$ cat config.mk
export PLATFORM = sky130hd
export DESIGN_NAME = pci_irq_input_router
export DESIGN_NICKNAME = d
export VERILOG_FILES = /design/src/pci_irq_input_router.v /design/src/pci_irq_input_redirect_unit.v
export VERILOG_INCLUDE_DIRS = /design/src /design/src/include
export SDC_FILE = /design/constraint.sdc
export NUM_CORES = 1
export LEC_CHECK = 0
export BUFFER_PORTS_ARGS = -buffer_cell sky130_fd_sc_hd__buf_2
export CAP_MARGIN = 20
export CORE_MARGIN = 5
export CORE_UTILIZATION = 50
export DETAILED_ROUTE_END_ITERATION = 6
export PLACE_DENSITY = 0.74
export SLEW_MARGIN = 25
export SYNTH_ARGS = -nofsm -noshare
export SYNTH_HDL_FRONTEND = slang
export SYNTH_SLANG_ARGS = --single-unit
$ cat constraint.sdc
create_clock -name ref_clk -period 1.8 [get_ports ref_clk]
set_input_delay 0.36 -clock ref_clk [delete_from_list [all_inputs] [get_ports ref_clk]]
set_output_delay 0.36 -clock ref_clk [all_outputs]
set_load 0.005 [all_outputs]
$ cat src/include/pci_irq_input_defines.vh
`ifndef PCI_IRQ_INPUT_DEFINES_VH
`define PCI_IRQ_INPUT_DEFINES_VH

// PCI input positions of slot lines.
`define PCI_IRQ_INPUT_SLOT_INTA_BASE 6
`define PCI_IRQ_INPUT_SLOT_INTB_BASE 16
`define PCI_IRQ_INPUT_SLOT_COUNT     8

// Redirection structure sizing.
`define PCI_IRQ_INPUT_UNIT_ENTRIES   16
`define PCI_IRQ_INPUT_UNIT_COUNT     3
`define PCI_IRQ_INPUT_LEGACY_LINES   16
`define PCI_IRQ_INPUT_PCI_INPUTS     32

// Routing field: bit 4 set means disabled, low bits select legacy line.
`define PCI_IRQ_INPUT_ROUTE_W        5
`define PCI_IRQ_INPUT_ROUTE_DIS      5'h10

// Serial channel framing: slot counts, and lengths in clock cycles.
`define PCI_IRQ_INPUT_SER_MIN_SLOTS  17
`define PCI_IRQ_INPUT_SER_MAX_SLOTS  32
`define PCI_IRQ_INPUT_SER_START_LEN  4
`define PCI_IRQ_INPUT_SER_STOP_LEN   2
`define PCI_IRQ_INPUT_SER_IDLE_LEN   2
`define PCI_IRQ_INPUT_SLOT_PHASES    3

`endif

$ cat src/pci_irq_input_router.v
// Functional notes
// - Slot 1-8 INTA land on inputs 6-13, INTB on inputs 16-23.
// - Redirection has 48 entries: 16 legacy, 32 PCI.
// - Entries are three identical 16-entry redirection units.
// - Every PCI input can be routed to any legacy line.
// - Routed PCI requests drive the legacy controller request lines.
// - Serial cycle is start frame, at least 17 slots, stop frame.
// - In quiet mode a peripheral may start a cycle; host follows.
// - In continuous mode the host drives every start frame.
// - Up to 32 slots per cycle; default count is 17.
// - Reset returns the block to legacy mode.
// - Legacy mode: power button raises SMI.
// - ACPI mode: power button raises SCI.
// - Sleep button ignored outside ACPI; in ACPI while running raises SCI.
// - Legacy wake enable resets disabled.
`timescale 1ns/1ps
`default_nettype none
`include "pci_irq_input_defines.vh"

module pci_irq_input_router #(
    parameter SLOTS = `PCI_IRQ_INPUT_SER_MIN_SLOTS
) (
    // Clock and reset
    input  wire                          ref_clk,
    input  wire                          reset,
    // Onboard PCI sources on their inputs (slot positions ignored here)
    input  wire [`PCI_IRQ_INPUT_PCI_INPUTS-1:0]   pci_irq_input,
    // Slot interrupt lines
    input  wire [`PCI_IRQ_INPUT_SLOT_COUNT-1:0]   slot_inta,
    input  wire [`PCI_IRQ_INPUT_SLOT_COUNT-1:0]   slot_intb,
    // Direct legacy sources
    input  wire [`PCI_IRQ_INPUT_LEGACY_LINES-1:0] legacy_src,
    // Routing field write
    input  wire                          route_we,
    input  wire [5:0]                    route_idx,
    input  wire [`PCI_IRQ_INPUT_ROUTE_W-1:0]      route_val,
    // Serial channel pin and mode
    input  wire                          ser_in,
    output reg                           ser_out_ff,
    output reg                           ser_oe_ff,
    input  wire                          ser_continuous,
    // Serial PCI scan stream from external serializer
    input  wire                          scan_frame,
    input  wire                          scan_data,
    // Mode and buttons
    input  wire                          acpi_enable_set,
    input  wire                          acpi_enable_clr,
    input  wire                          sys_running,
    input  wire                          power_button,
    input  wire                          sleep_button,
    input  wire                          legacy_wake_set,
    input  wire                          legacy_wake_clr,
    // Outputs
    output reg  [`PCI_IRQ_INPUT_LEGACY_LINES-1:0] legacy_irq_ff,
    output reg  [`PCI_IRQ_INPUT_PCI_INPUTS-1:0]   scan_irq_ff,
    output reg                           acpi_mode_ff,
    output reg                           legacy_wake_en_ff,
    output reg                           smi_ff,
    output reg                           sci_ff,
    output reg                           ser_busy_ff
);
    localparam ST_IDLE  = 3'h0;
    localparam ST_START = 3'h1;
    localparam ST_SLOT  = 3'h2;
    localparam ST_STOP  = 3'h3;
    localparam ST_GAP   = 3'h4;

    // Merge slot lines into their fixed input positions.
    reg [`PCI_IRQ_INPUT_PCI_INPUTS-1:0] pci_all;
    integer k;
    always @*
    begin
        pci_all = pci_irq_input | scan_irq_ff;
        for (k = 0; k < `PCI_IRQ_INPUT_SLOT_COUNT; k = k + 1)
        begin
            pci_all[`PCI_IRQ_INPUT_SLOT_INTA_BASE + k] = slot_inta[k];
            pci_all[`PCI_IRQ_INPUT_SLOT_INTB_BASE + k] = slot_intb[k];
        end
    end

    // Serial IRQ slot captures 0-15 become legacy requests too.
    reg [`PCI_IRQ_INPUT_SER_MAX_SLOTS-1:0] ser_irq_ff;

    // Unit 0 holds the 16 legacy entries, units 1-2 the 32 PCI entries.
    wire [`PCI_IRQ_INPUT_UNIT_ENTRIES*`PCI_IRQ_INPUT_UNIT_COUNT-1:0] ent_req;
    assign ent_req = {pci_all, legacy_src | ser_irq_ff[15:0]};
    wire [`PCI_IRQ_INPUT_LEGACY_LINES*`PCI_IRQ_INPUT_UNIT_COUNT-1:0] unit_lines;

    genvar u;
    generate
        for (u = 0; u < `PCI_IRQ_INPUT_UNIT_COUNT; u = u + 1)
        begin : g_unit
            pci_irq_input_redirect_unit #(
                .ENTRIES   (`PCI_IRQ_INPUT_UNIT_ENTRIES)
            ) u_unit (
                .ref_clk   (ref_clk),
                .reset     (reset),
                .req_in    (ent_req[u*16 +: 16]),
                .cfg_we    (route_we && route_idx[5:4] == u),
                .cfg_idx   (route_idx[3:0]),
                .cfg_route (route_val),
                .line_req  (unit_lines[u*16 +: 16])
            );
        end
    endgenerate

    always @(posedge ref_clk)
    begin
        if (reset)
            legacy_irq_ff <= 16'h0000;
        else
            legacy_irq_ff <= unit_lines[15:0] | unit_lines[31:16]
                           | unit_lines[47:32];
    end

    // External serializer shifts 32 requests per frame, bit 0 first.
    // Bits are only taken after a frame pulse, so an idle stream between
    // scans cannot be latched as interrupt requests.
    reg [4:0]  scan_cnt_ff;
    reg [31:0] scan_sh_ff;
    reg        scan_run_ff;
    always @(posedge ref_clk)
    begin
        if (reset)
        begin
            scan_cnt_ff <= 5'h00;
            scan_sh_ff  <= 32'h00000000;
            scan_irq_ff <= 32'h00000000;
            scan_run_ff <= 1'b0;
        end
        else if (scan_frame)
        begin
            scan_cnt_ff <= 5'h00;
            scan_run_ff <= 1'b1;
        end
        else if (scan_run_ff)
        begin
            scan_sh_ff[scan_cnt_ff] <= scan_data;
            scan_cnt_ff <= scan_cnt_ff + 5'h01;
            if (scan_cnt_ff == 5'h1F)
            begin
                scan_irq_ff <= {scan_data, scan_sh_ff[30:0]};
                scan_run_ff <= 1'b0;
            end
        end
    end

    // Serial IRQ host: start frame, slots of three phases, stop frame.
    // A slot is active when the peripheral pulls the line low in phase 0.
    reg [2:0] st_ff;
    reg [2:0] nxt_st;
    reg [5:0] cnt_ff;
    reg [1:0] ph_ff;
    reg       ser_in_d_ff;
    reg [`PCI_IRQ_INPUT_SER_MAX_SLOTS-1:0] ser_acc_ff;

    always @*
    begin
        nxt_st = st_ff;
        case (st_ff)
            ST_IDLE:
                if (ser_continuous || (!ser_in && ser_in_d_ff))
                    nxt_st = ST_START;
            ST_START:
                if (cnt_ff == `PCI_IRQ_INPUT_SER_START_LEN - 1)
                    nxt_st = ST_SLOT;
            ST_SLOT:
                if (cnt_ff == SLOTS - 1 && ph_ff == `PCI_IRQ_INPUT_SLOT_PHASES - 1)
                    nxt_st = ST_STOP;
            ST_STOP:
                if (cnt_ff == `PCI_IRQ_INPUT_SER_STOP_LEN - 1)
                    nxt_st = ST_GAP;
            ST_GAP:
                if (cnt_ff == `PCI_IRQ_INPUT_SER_IDLE_LEN - 1)
                    nxt_st = ST_IDLE;
            default:
                nxt_st = ST_IDLE;
        endcase
    end

    always @(posedge ref_clk)
    begin
        if (reset)
        begin
            st_ff       <= ST_IDLE;
            cnt_ff      <= 6'h00;
            ph_ff       <= 2'h0;
            ser_in_d_ff <= 1'b1;
            ser_out_ff  <= 1'b1;
            ser_oe_ff   <= 1'b0;
            ser_acc_ff  <= 32'h00000000;
            ser_irq_ff  <= 32'h00000000;
            ser_busy_ff <= 1'b0;
        end
        else
        begin
            ser_in_d_ff <= ser_in;
            st_ff       <= nxt_st;
            ser_busy_ff <= (nxt_st != ST_IDLE);
            if (nxt_st != st_ff)
            begin
                cnt_ff <= 6'h00;
                ph_ff  <= 2'h0;
            end
            else if (st_ff == ST_SLOT)
            begin
                if (ph_ff == `PCI_IRQ_INPUT_SLOT_PHASES - 1)
                begin
                    ph_ff  <= 2'h0;
                    cnt_ff <= cnt_ff + 6'h01;
                end
                else
                    ph_ff <= ph_ff + 2'h1;
            end
            else
                cnt_ff <= cnt_ff + 6'h01;
            // Host drives start low, stop low, otherwise releases the line.
            ser_out_ff <= !(nxt_st == ST_START || nxt_st == ST_STOP);
            ser_oe_ff  <= (nxt_st == ST_START || nxt_st == ST_STOP);
            if (st_ff == ST_START)
                ser_acc_ff <= 32'h00000000;
            if (st_ff == ST_SLOT && ph_ff == 2'h0)
                ser_acc_ff[cnt_ff[4:0]] <= !ser_in;
            if (st_ff == ST_SLOT && nxt_st == ST_STOP)
                ser_irq_ff <= ser_acc_ff;
        end
    end

    // Mode, wake enable and button events.
    // Press edges are used so a held button gives one event.
    reg pwr_d_ff;
    reg slp_d_ff;
    always @(posedge ref_clk)
    begin
        if (reset)
        begin
            acpi_mode_ff      <= 1'b0;
            legacy_wake_en_ff <= 1'b0;
            pwr_d_ff          <= 1'b0;
            slp_d_ff          <= 1'b0;
            smi_ff            <= 1'b0;
            sci_ff            <= 1'b0;
        end
        else
        begin
            pwr_d_ff <= power_button;
            slp_d_ff <= sleep_button;
            if (acpi_enable_set)
                acpi_mode_ff <= 1'b1;
            else if (acpi_enable_clr)
                acpi_mode_ff <= 1'b0;
            if (legacy_wake_set)
                legacy_wake_en_ff <= 1'b1;
            else if (legacy_wake_clr)
                legacy_wake_en_ff <= 1'b0;
            smi_ff <= power_button && !pwr_d_ff && !acpi_mode_ff;
            sci_ff <= (power_button && !pwr_d_ff && acpi_mode_ff)
                   || (sleep_button && !slp_d_ff && acpi_mode_ff
                       && sys_running);
        end
    end
endmodule
`default_nettype wire

$ cat src/pci_irq_input_redirect_unit.v
`timescale 1ns/1ps
`default_nettype none
`include "pci_irq_input_defines.vh"

module pci_irq_input_redirect_unit #(
    parameter ENTRIES = 16
) (
    // Clock and reset
    input  wire                          ref_clk,
    input  wire                          reset,
    // Entry requests
    input  wire [ENTRIES-1:0]            req_in,
    // Routing table write
    input  wire                          cfg_we,
    input  wire [3:0]                    cfg_idx,
    input  wire [`PCI_IRQ_INPUT_ROUTE_W-1:0]      cfg_route,
    // Per-line requests from this unit
    output wire [`PCI_IRQ_INPUT_LEGACY_LINES-1:0] line_req
);
    reg [`PCI_IRQ_INPUT_ROUTE_W-1:0] route_ff [0:ENTRIES-1];
    reg [`PCI_IRQ_INPUT_LEGACY_LINES-1:0] acc;
    integer i;

    genvar g;
    generate
        for (g = 0; g < ENTRIES; g = g + 1)
        begin : g_ent
            always @(posedge ref_clk)
            begin
                if (reset)
                    route_ff[g] <= `PCI_IRQ_INPUT_ROUTE_DIS;
                else if (cfg_we && cfg_idx == g)
                    route_ff[g] <= cfg_route;
            end
        end
    endgenerate

    // Shared targets are ORed so no source can mask another.
    always @*
    begin
        acc = {`PCI_IRQ_INPUT_LEGACY_LINES{1'b0}};
        for (i = 0; i < ENTRIES; i = i + 1)
            if (req_in[i] && !route_ff[i][4])
                acc[route_ff[i][3:0]] = 1'b1;
    end
    assign line_req = acc;
endmodule
`default_nettype wire

## After elaboration in Yosys (flattened, before gate mapping)

Memory sizes are Yosys's and may differ from the RTL's.
Index checks and enable logic that the tools add are counted.

- Register bits: 155
- Bits in latches: 0
- RAM bits: 240
- ROM bits: 0
- Bits of input ports: 89
- Output and inout bits: 55
- Word-level logic and storage cells: 843
- Memories: 3

- Add/sub/neg operators: 3
- Multipliers: 0
- Div/mod/pow operators: 0
- Order comparisons: 100
- Equal/unequal tests: 30
- Shift operators: 0
- Muxes and demuxes: 363
- Bitwise operators: 98
- Reduce and logical (&&, ||, !) cells: 226

Memories:

| memory | words | width | read ports | clocked after Yosys merged registers in | wr ports | RTL line | RTL |
|---|---|---|---|---|---|---|---|
| g_unit[0].u_unit.route_ff | 16 | 5 | 16 | 0 | 16 | pci_irq_input_redirect_unit.v:20 | `` reg [`PCI_IRQ_INPUT_ROUTE_W-1:0] route_ff [0:ENTRIES-1]; `` |
| g_unit[1].u_unit.route_ff | 16 | 5 | 16 | 0 | 16 | pci_irq_input_redirect_unit.v:20 |  |
| g_unit[2].u_unit.route_ff | 16 | 5 | 16 | 0 | 16 | pci_irq_input_redirect_unit.v:20 |  |

Operator list:

| cell | number |
|---|---|
| $mux 16 | 48 |
| $or 16x16->16 | 48 |
| $lt 4x5->1 const B | 48 |
| $mux 5 | 48 |
| $mux 1 | 203 |
| $demux 1 s4 | 48 |
| $ge 4x1->1 const B | 48 |
| $logic_and 1x1->1 | 159 |
| $mux 32 | 3 |
| $bwmux 32 | 2 |
| $logic_not 1->1 | 53 |
| $or 1x1->1 | 48 |
| $eq 4x4->1 const B | 8 |
| $or 32x32->32 | 1 |
| $eq 4x3->1 const B | 4 |
| $mux 3 | 5 |
| $pmux 3 s5 | 1 |
| $lt 5x6->1 const B | 2 |
| $mux 6 | 2 |
| $demux 1 s5 | 2 |
| $ge 5x1->1 const B | 2 |
| $eq 3x2->1 const B | 3 |
| $eq 4x2->1 const B | 2 |
| $add 6x1->6 const B | 1 |
| 24 further kinds | 31 |

## Depth between registers and ports, before layout

An unclocked memory read counts as a cell.

- Word-level depth: 38
- Gate-level depth with buffers: 9
- Depth with buffers taken out: 7

## By module

From an unflattened synthesis, not the netlist that was laid out.

- Cell total of the unflattened synthesis: 2458
- Area total of the unflattened synthesis: 22844.4 µm²

Modules (own cells, without submodules):

| module | times used | cells each | area each (µm²) | sequential area each (µm²) |
|---|---|---|---|---|
| pci_irq_input_redirect_unit at g_unit[0].u_unit | 1 | 596 | 5770.5 | 2402.3 |
| pci_irq_input_redirect_unit at g_unit[1].u_unit | 1 | 596 | 5735.5 | 2402.3 |
| pci_irq_input_redirect_unit at g_unit[2].u_unit | 1 | 596 | 5690.5 | 2402.3 |
| pci_irq_input_router | 1 | 670 | 5647.9 | 2762.6 |

## Worst setup path before layout

Ideal clock, no wire load.

- Path kind: register to register
- Start point: memory g_unit[1].u_unit.route_ff[0][32] (netlist name)
- End point: register legacy_irq_ff[6]
- Setup time: 139 ps
- Data arrival time: 1827 ps
- Data required time: 1661 ps
- Path slack: -166 ps
- Cell stages (with the launch flop): 7
- Buffers on the path: 0
- Period minus slack after synthesis: 1966 ps
- Path through: edfxtp_1 -> or4bb_1 -> o22ai_1 -> or4_1 -> a2111oi_0 -> and3_1 -> a41oi_1

RTL lines:

| item | RTL line | RTL |
|---|---|---|
| start, declared | pci_irq_input_redirect_unit.v:20 |  |
| end signal, assigned | pci_irq_input_router.v:112 | `legacy_irq_ff <= unit_lines[15:0] \| unit_lines[31:16]` |
| end, declared | pci_irq_input_router.v:54 | `` output reg [`PCI_IRQ_INPUT_LEGACY_LINES-1:0] legacy_irq_ff, `` |

==> impl_metrics.json <==
{
  "relSlewSlack_pct": 47.33,
  "min-delay-start": "power_button",
  "avgViaCountPerCell": 7.084,
  "setup_violations": 48,
  "grt_max_degree": 73,
  "cp_class": "register to register",
  "cp_data_arrival_time_ns": 2.79,
  "synth_area_leader_cell": "sky130_fd_sc_hd__edfxtp_1",
  "seq_area_frac_synth_pct": 43.51,
  "finalWeightedCongestion": 1.217,
  "power.combinational.fraction_pct": 20.0,
  "grtUsageTotal_pct": 48.63,
  "die_width_microns": 224.1,
  "internal-power_mw": 16.54,
  "fraction_of_post_synthesis_cell_area_in_the_top_cell_type_by_area_pct": 31.45,
  "drc": 84,
  "nNetsFinal": 3553,
  "rr_startpoint": "g_unit[0].u_unit.route_ff[0][9]$_SDFFCE_PN1P_",
  "status": "finished, violations left",
  "final-max-slew-violation-count": 0,
  "timing.critical_path.max_delay_family": "simple AND/OR/NAND/NOR gates",
  "syn-mean-instance-area_sq_um": 8.868,
  "clock_tree.buffer_depth": 3,
  "violations": "design-rule violations, negative setup slack",
  "design_area_sq_um": 34620,
  "timing.hold.worst_endpoint": "pwr_d_ff$_SDFF_PP0_",
  "antenna_found_initial": 7,
  "postSynthRegisterBits": 378,
  "timing.critical_path.required_ns": 2.29,
  "timing_hold_violations_final": 0,
  "core_footprint_sq_um": 45380,
  "hold_depth": 2,
  "path_cells": "o21bai_1 -> buf_4 -> nor2_1 -> nand3_1 -> o31ai_1 -> nor4_1 -> a41oi_2",
  "critPathCaptureType": "register",
  "design.die.area_sq_um": 50210,
  "cts.clk_slew.worst_paths_ns": 0.07,
  "synth_enable_flop_cells": 240,
  "synth_xor_xnor_area_share_pct": 0.3058,
  "min-delay-path-class": "primary input to register",
  "maxClockFrequency_ghz": 0.4345,
  "wl_per_cell_microns": 32.70,
  "grt_setup_unrepaired": "true",
  "final_critical_path_setup_slack_ns": -0.5016,
  "grt_overflow_total": 0,
  "syn-cell-area_sq_um": 22920,
  "drt_iter0_markers": 5357,
  "synth_top_family_by_area": "simple AND/OR/NAND/NOR gates",
  "row_count": 78,
  "worst_setup_path_start_kind": "register",
  "yosys.area_share.adder_pct": 0.4914,
  "post-route-min-period_ns": 2.302,
  "r2r_setup_slack_ns": -0.50,
  "dr_vias": 28960,
  "p_leak_nw": 13.42,
  "crit_fanout": 5,
  "powerDensity_nw_per_um2": 684.2,
  "fp.dieH_microns": 224.1,
  "synth_compound_area_share_pct": 16.28,
  "clkPwrFrac_pct": 37.8,
  "cts-htree-levels": 2,
  "worst_path_largest_cell_delay_ns": 0.49,
  "ys.flop_type": "sky130_fd_sc_hd__edfxtp_1",
  "grt_pass1_vias": 27140,
  "final_min_period_over_clock_period_pct": 127.9,
  "synth_simple_gate_area_share_pct": 35.03,
  "clkSinkCount": 378,
  "post-dp-hpwl_microns": 95220,
  "drtPass1Iterations": 7,
  "ys_warn_count": 0,
  "cts_tree": "yes",
  "cts-buffers-inserted": 42,
  "critPathSlowestCell": "sky130_fd_sc_hd__nor2_1",
  "initial_core_util_pct": 50.50,
  "io_pins": 144,
  "fin_hold_ws_ns": 0.02930,
  "drive_gt1_share_pct": 41.08,
  "p_sw_mw": 7.144,
  "clock_insertion_delay_worst_skew_ns": 0.62,
  "flow.area_growth_from_synthesis_pct": 51.07,
  "synth.distinct_cells": 84,
  "tightest_slew_ns": 0.7882,
  "r2r_end": "legacy_irq_ff[9]$_SDFF_PP0_",
  "fin_setup_tns_ns": -9.393,
  "yosys-mux-area-fraction_pct": 1.005,
  "cap_viol_max_count": 0,
  "final.setup_skew_ns": 0.04088,
  "wl_final_microns": 133700,
  "place_area_sq_um": 30200,
  "cts_root_buffer_type": "sky130_fd_sc_hd__clkbuf_16",
  "synth.top_cells.by_area": "sky130_fd_sc_hd__edfxtp_1 31%, sky130_fd_sc_hd__dfxtp_1 12%, sky130_fd_sc_hd__and2_1 5.5%",
  "ffs_w_async_s_r_synth_pct": 0,
  "max-vdd-ir-drop_mv": 1.201,
  "critical_path_buf_inv_count": 1,
  "worst_r2r_path_depth": 7,
  "net_count_of_the_mapped_netlist": 2682,
  "netSwitchingFraction_pct": 30.16,
  "wire_length_of_the_first_global_routing_pass_microns": 181100,
  "synth_cells": 2584,
  "route.antenna.remaining_nets": 0,
  "seqPwrFrac_pct": 42.2,
  "portBuffers": 127
}
## logic make-up after synthesis
| group | count (synthesis) |
|---|---|
| compound gates | 525 |
| buf+inv | 200 |
| xor+xnor | 8 |
| mux | 23 |
| simple gates | 1441 |
| flops | 378 |
| fa+ha+maj | 9 |
## synthesized netlist by cell type, types with 32 or more instances
master,instances
sky130_fd_sc_hd__a21o_1,33
sky130_fd_sc_hd__a21oi_1,79
sky130_fd_sc_hd__and2_1,200
sky130_fd_sc_hd__clkbuf_1,147
sky130_fd_sc_hd__dfxtp_1,138
sky130_fd_sc_hd__edfxtp_1,240
sky130_fd_sc_hd__inv_1,37
sky130_fd_sc_hd__nand2_1,242
sky130_fd_sc_hd__nand2b_1,72
sky130_fd_sc_hd__nand3_1,112
sky130_fd_sc_hd__nor2_1,238
sky130_fd_sc_hd__nor2b_1,42
sky130_fd_sc_hd__nor3_1,128
sky130_fd_sc_hd__nor3b_1,44
sky130_fd_sc_hd__nor4_1,76
sky130_fd_sc_hd__o21ai_0,38
sky130_fd_sc_hd__o21bai_1,32
sky130_fd_sc_hd__o22ai_1,98
sky130_fd_sc_hd__o32ai_1,32
sky130_fd_sc_hd__or3_1,76
## placed cells by master (no fill, tap or decap), types with 23 or more instances in the layout
| cell type | count |
|---|---|
| sky130_fd_sc_hd__a21o_1 | 33 |
| sky130_fd_sc_hd__a21oi_1 | 76 |
| sky130_fd_sc_hd__a22oi_1 | 23 |
| sky130_fd_sc_hd__and2_1 | 199 |
| sky130_fd_sc_hd__buf_12 | 33 |
| sky130_fd_sc_hd__buf_2 | 126 |
| sky130_fd_sc_hd__buf_4 | 783 |
| sky130_fd_sc_hd__buf_6 | 41 |
| sky130_fd_sc_hd__clkbuf_16 | 45 |
| sky130_fd_sc_hd__dfxtp_1 | 120 |
| sky130_fd_sc_hd__edfxtp_1 | 240 |
| sky130_fd_sc_hd__inv_1 | 37 |
| sky130_fd_sc_hd__nand2_1 | 226 |
| sky130_fd_sc_hd__nand2b_1 | 56 |
| sky130_fd_sc_hd__nand3_1 | 99 |
| sky130_fd_sc_hd__nand3b_1 | 30 |
| sky130_fd_sc_hd__nand4_1 | 29 |
| sky130_fd_sc_hd__nand4b_1 | 30 |
| sky130_fd_sc_hd__nor2_1 | 215 |
| sky130_fd_sc_hd__nor2b_1 | 40 |
| sky130_fd_sc_hd__nor3_1 | 103 |
| sky130_fd_sc_hd__nor3b_1 | 31 |
| sky130_fd_sc_hd__nor4_1 | 38 |
| sky130_fd_sc_hd__o21ai_0 | 35 |
| sky130_fd_sc_hd__o21bai_1 | 24 |
| sky130_fd_sc_hd__o22ai_1 | 68 |
| sky130_fd_sc_hd__or3_1 | 67 |
## repair_timing
| item | CTS | global route |
|---|---|---|
| hold buffers | 4 | 0 |
| cloned | 2 | 0 |
| setup buffers | 25 | 26 |
| setup endpoints to repair | 43 | 85 |
| hold endpoints to repair | 5 | 0 |
| gates resized for setup | 294 | 213 |
| pin swaps | 73 | 86 |
## routing by layer
layer	GRT usage, %	share of wire (%)
met4	31.48	10
met5	0	0.034
met2	72.21	40
met1	59.53	33
met3	18.14	16
## layout make-up
| type | instances | area, sq um |
|---|---|---|
| Inverter | 38 | 142.6 |
| Clock inverter | 13 | 151.4 |
| Sequential cell | 378 | 9997 |
| Clock buffer | 62 | 1224 |
| Timing Repair Buffer | 989 | 7726 |
| Multi-Input combinational cell | 2006 | 14620 |
| Tap cell | 600 | 750.7 |
| Antenna cell | 2 | 5.005 |
| Fill cell | 2854 | 10760 |
## per-stage QoR
step / power [mW] / std cells / utilization (%) / setup WS (ns)
after floorplan: 11.42 / 2584 / - / -0.06333
after global placement: 13.86 / 3962 / 66.55 / -1.001
after detailed placement: 13.94 / 3962 / 66.55 / -0.9658
after CTS: 22.90 / 4066 / 73.64 / -0.4339
after global routing: 24.01 / 4087 / 76.28 / -0.4734
final: 23.68 / 4088 / 76.28 / -0.5016
## power groups by stage
stage | registers (mW) | clock network (mW) | logic [mW]
floorplan | 10.0 | 0 | 1.42
global placement | 10.1 | 0 | 3.77
detailed placement | 10.1 | 0 | 3.82
CTS | 9.95 | 8.73 | 4.22
global route | 10.0 | 9.22 | 4.78
finish | 10.0 | 8.95 | 4.74
## state kept, by name, summed over array words and instances, names as in the netlist, 2 cells and up
signal	flops
ser_irq_ff	16
scan_irq_ff	32
cnt_ff	6
g_unit.u_unit.route_ff	240
scan_cnt_ff	5
st_ff	3
ser_acc_ff	16
scan_sh_ff	31
ph_ff	2
legacy_irq_ff	16
## how the worst max path moves through the flow
stage                                                   start                      endpoint  slack, ns  depth (start not counted)
6_report        g_unit[0].u_unit.route_ff[0][9]$_SDFFCE_PN1P_   legacy_irq_ff[9]$_SDFF_PP0_      -0.50                          7
5_1_grt        g_unit[1].u_unit.route_ff[1][22]$_SDFFCE_PN0P_   legacy_irq_ff[6]$_SDFF_PP0_      -0.47                          7
4_1_cts        g_unit[1].u_unit.route_ff[0][36]$_SDFFCE_PN0P_   legacy_irq_ff[7]$_SDFF_PP0_      -0.43                          9
3_5_place_dp                                     slot_inta[1]  legacy_irq_ff[14]$_SDFF_PP0_      -0.97                         10
3_3_place_gp                                     slot_inta[5]  legacy_irq_ff[10]$_SDFF_PP0_      -1.00                         10
2_1_floorplan  g_unit[1].u_unit.route_ff[1][26]$_SDFFCE_PN0P_   legacy_irq_ff[6]$_SDFF_PP0_      -0.06                          6
No activity file was read; power rests on OpenSTA's default activity.
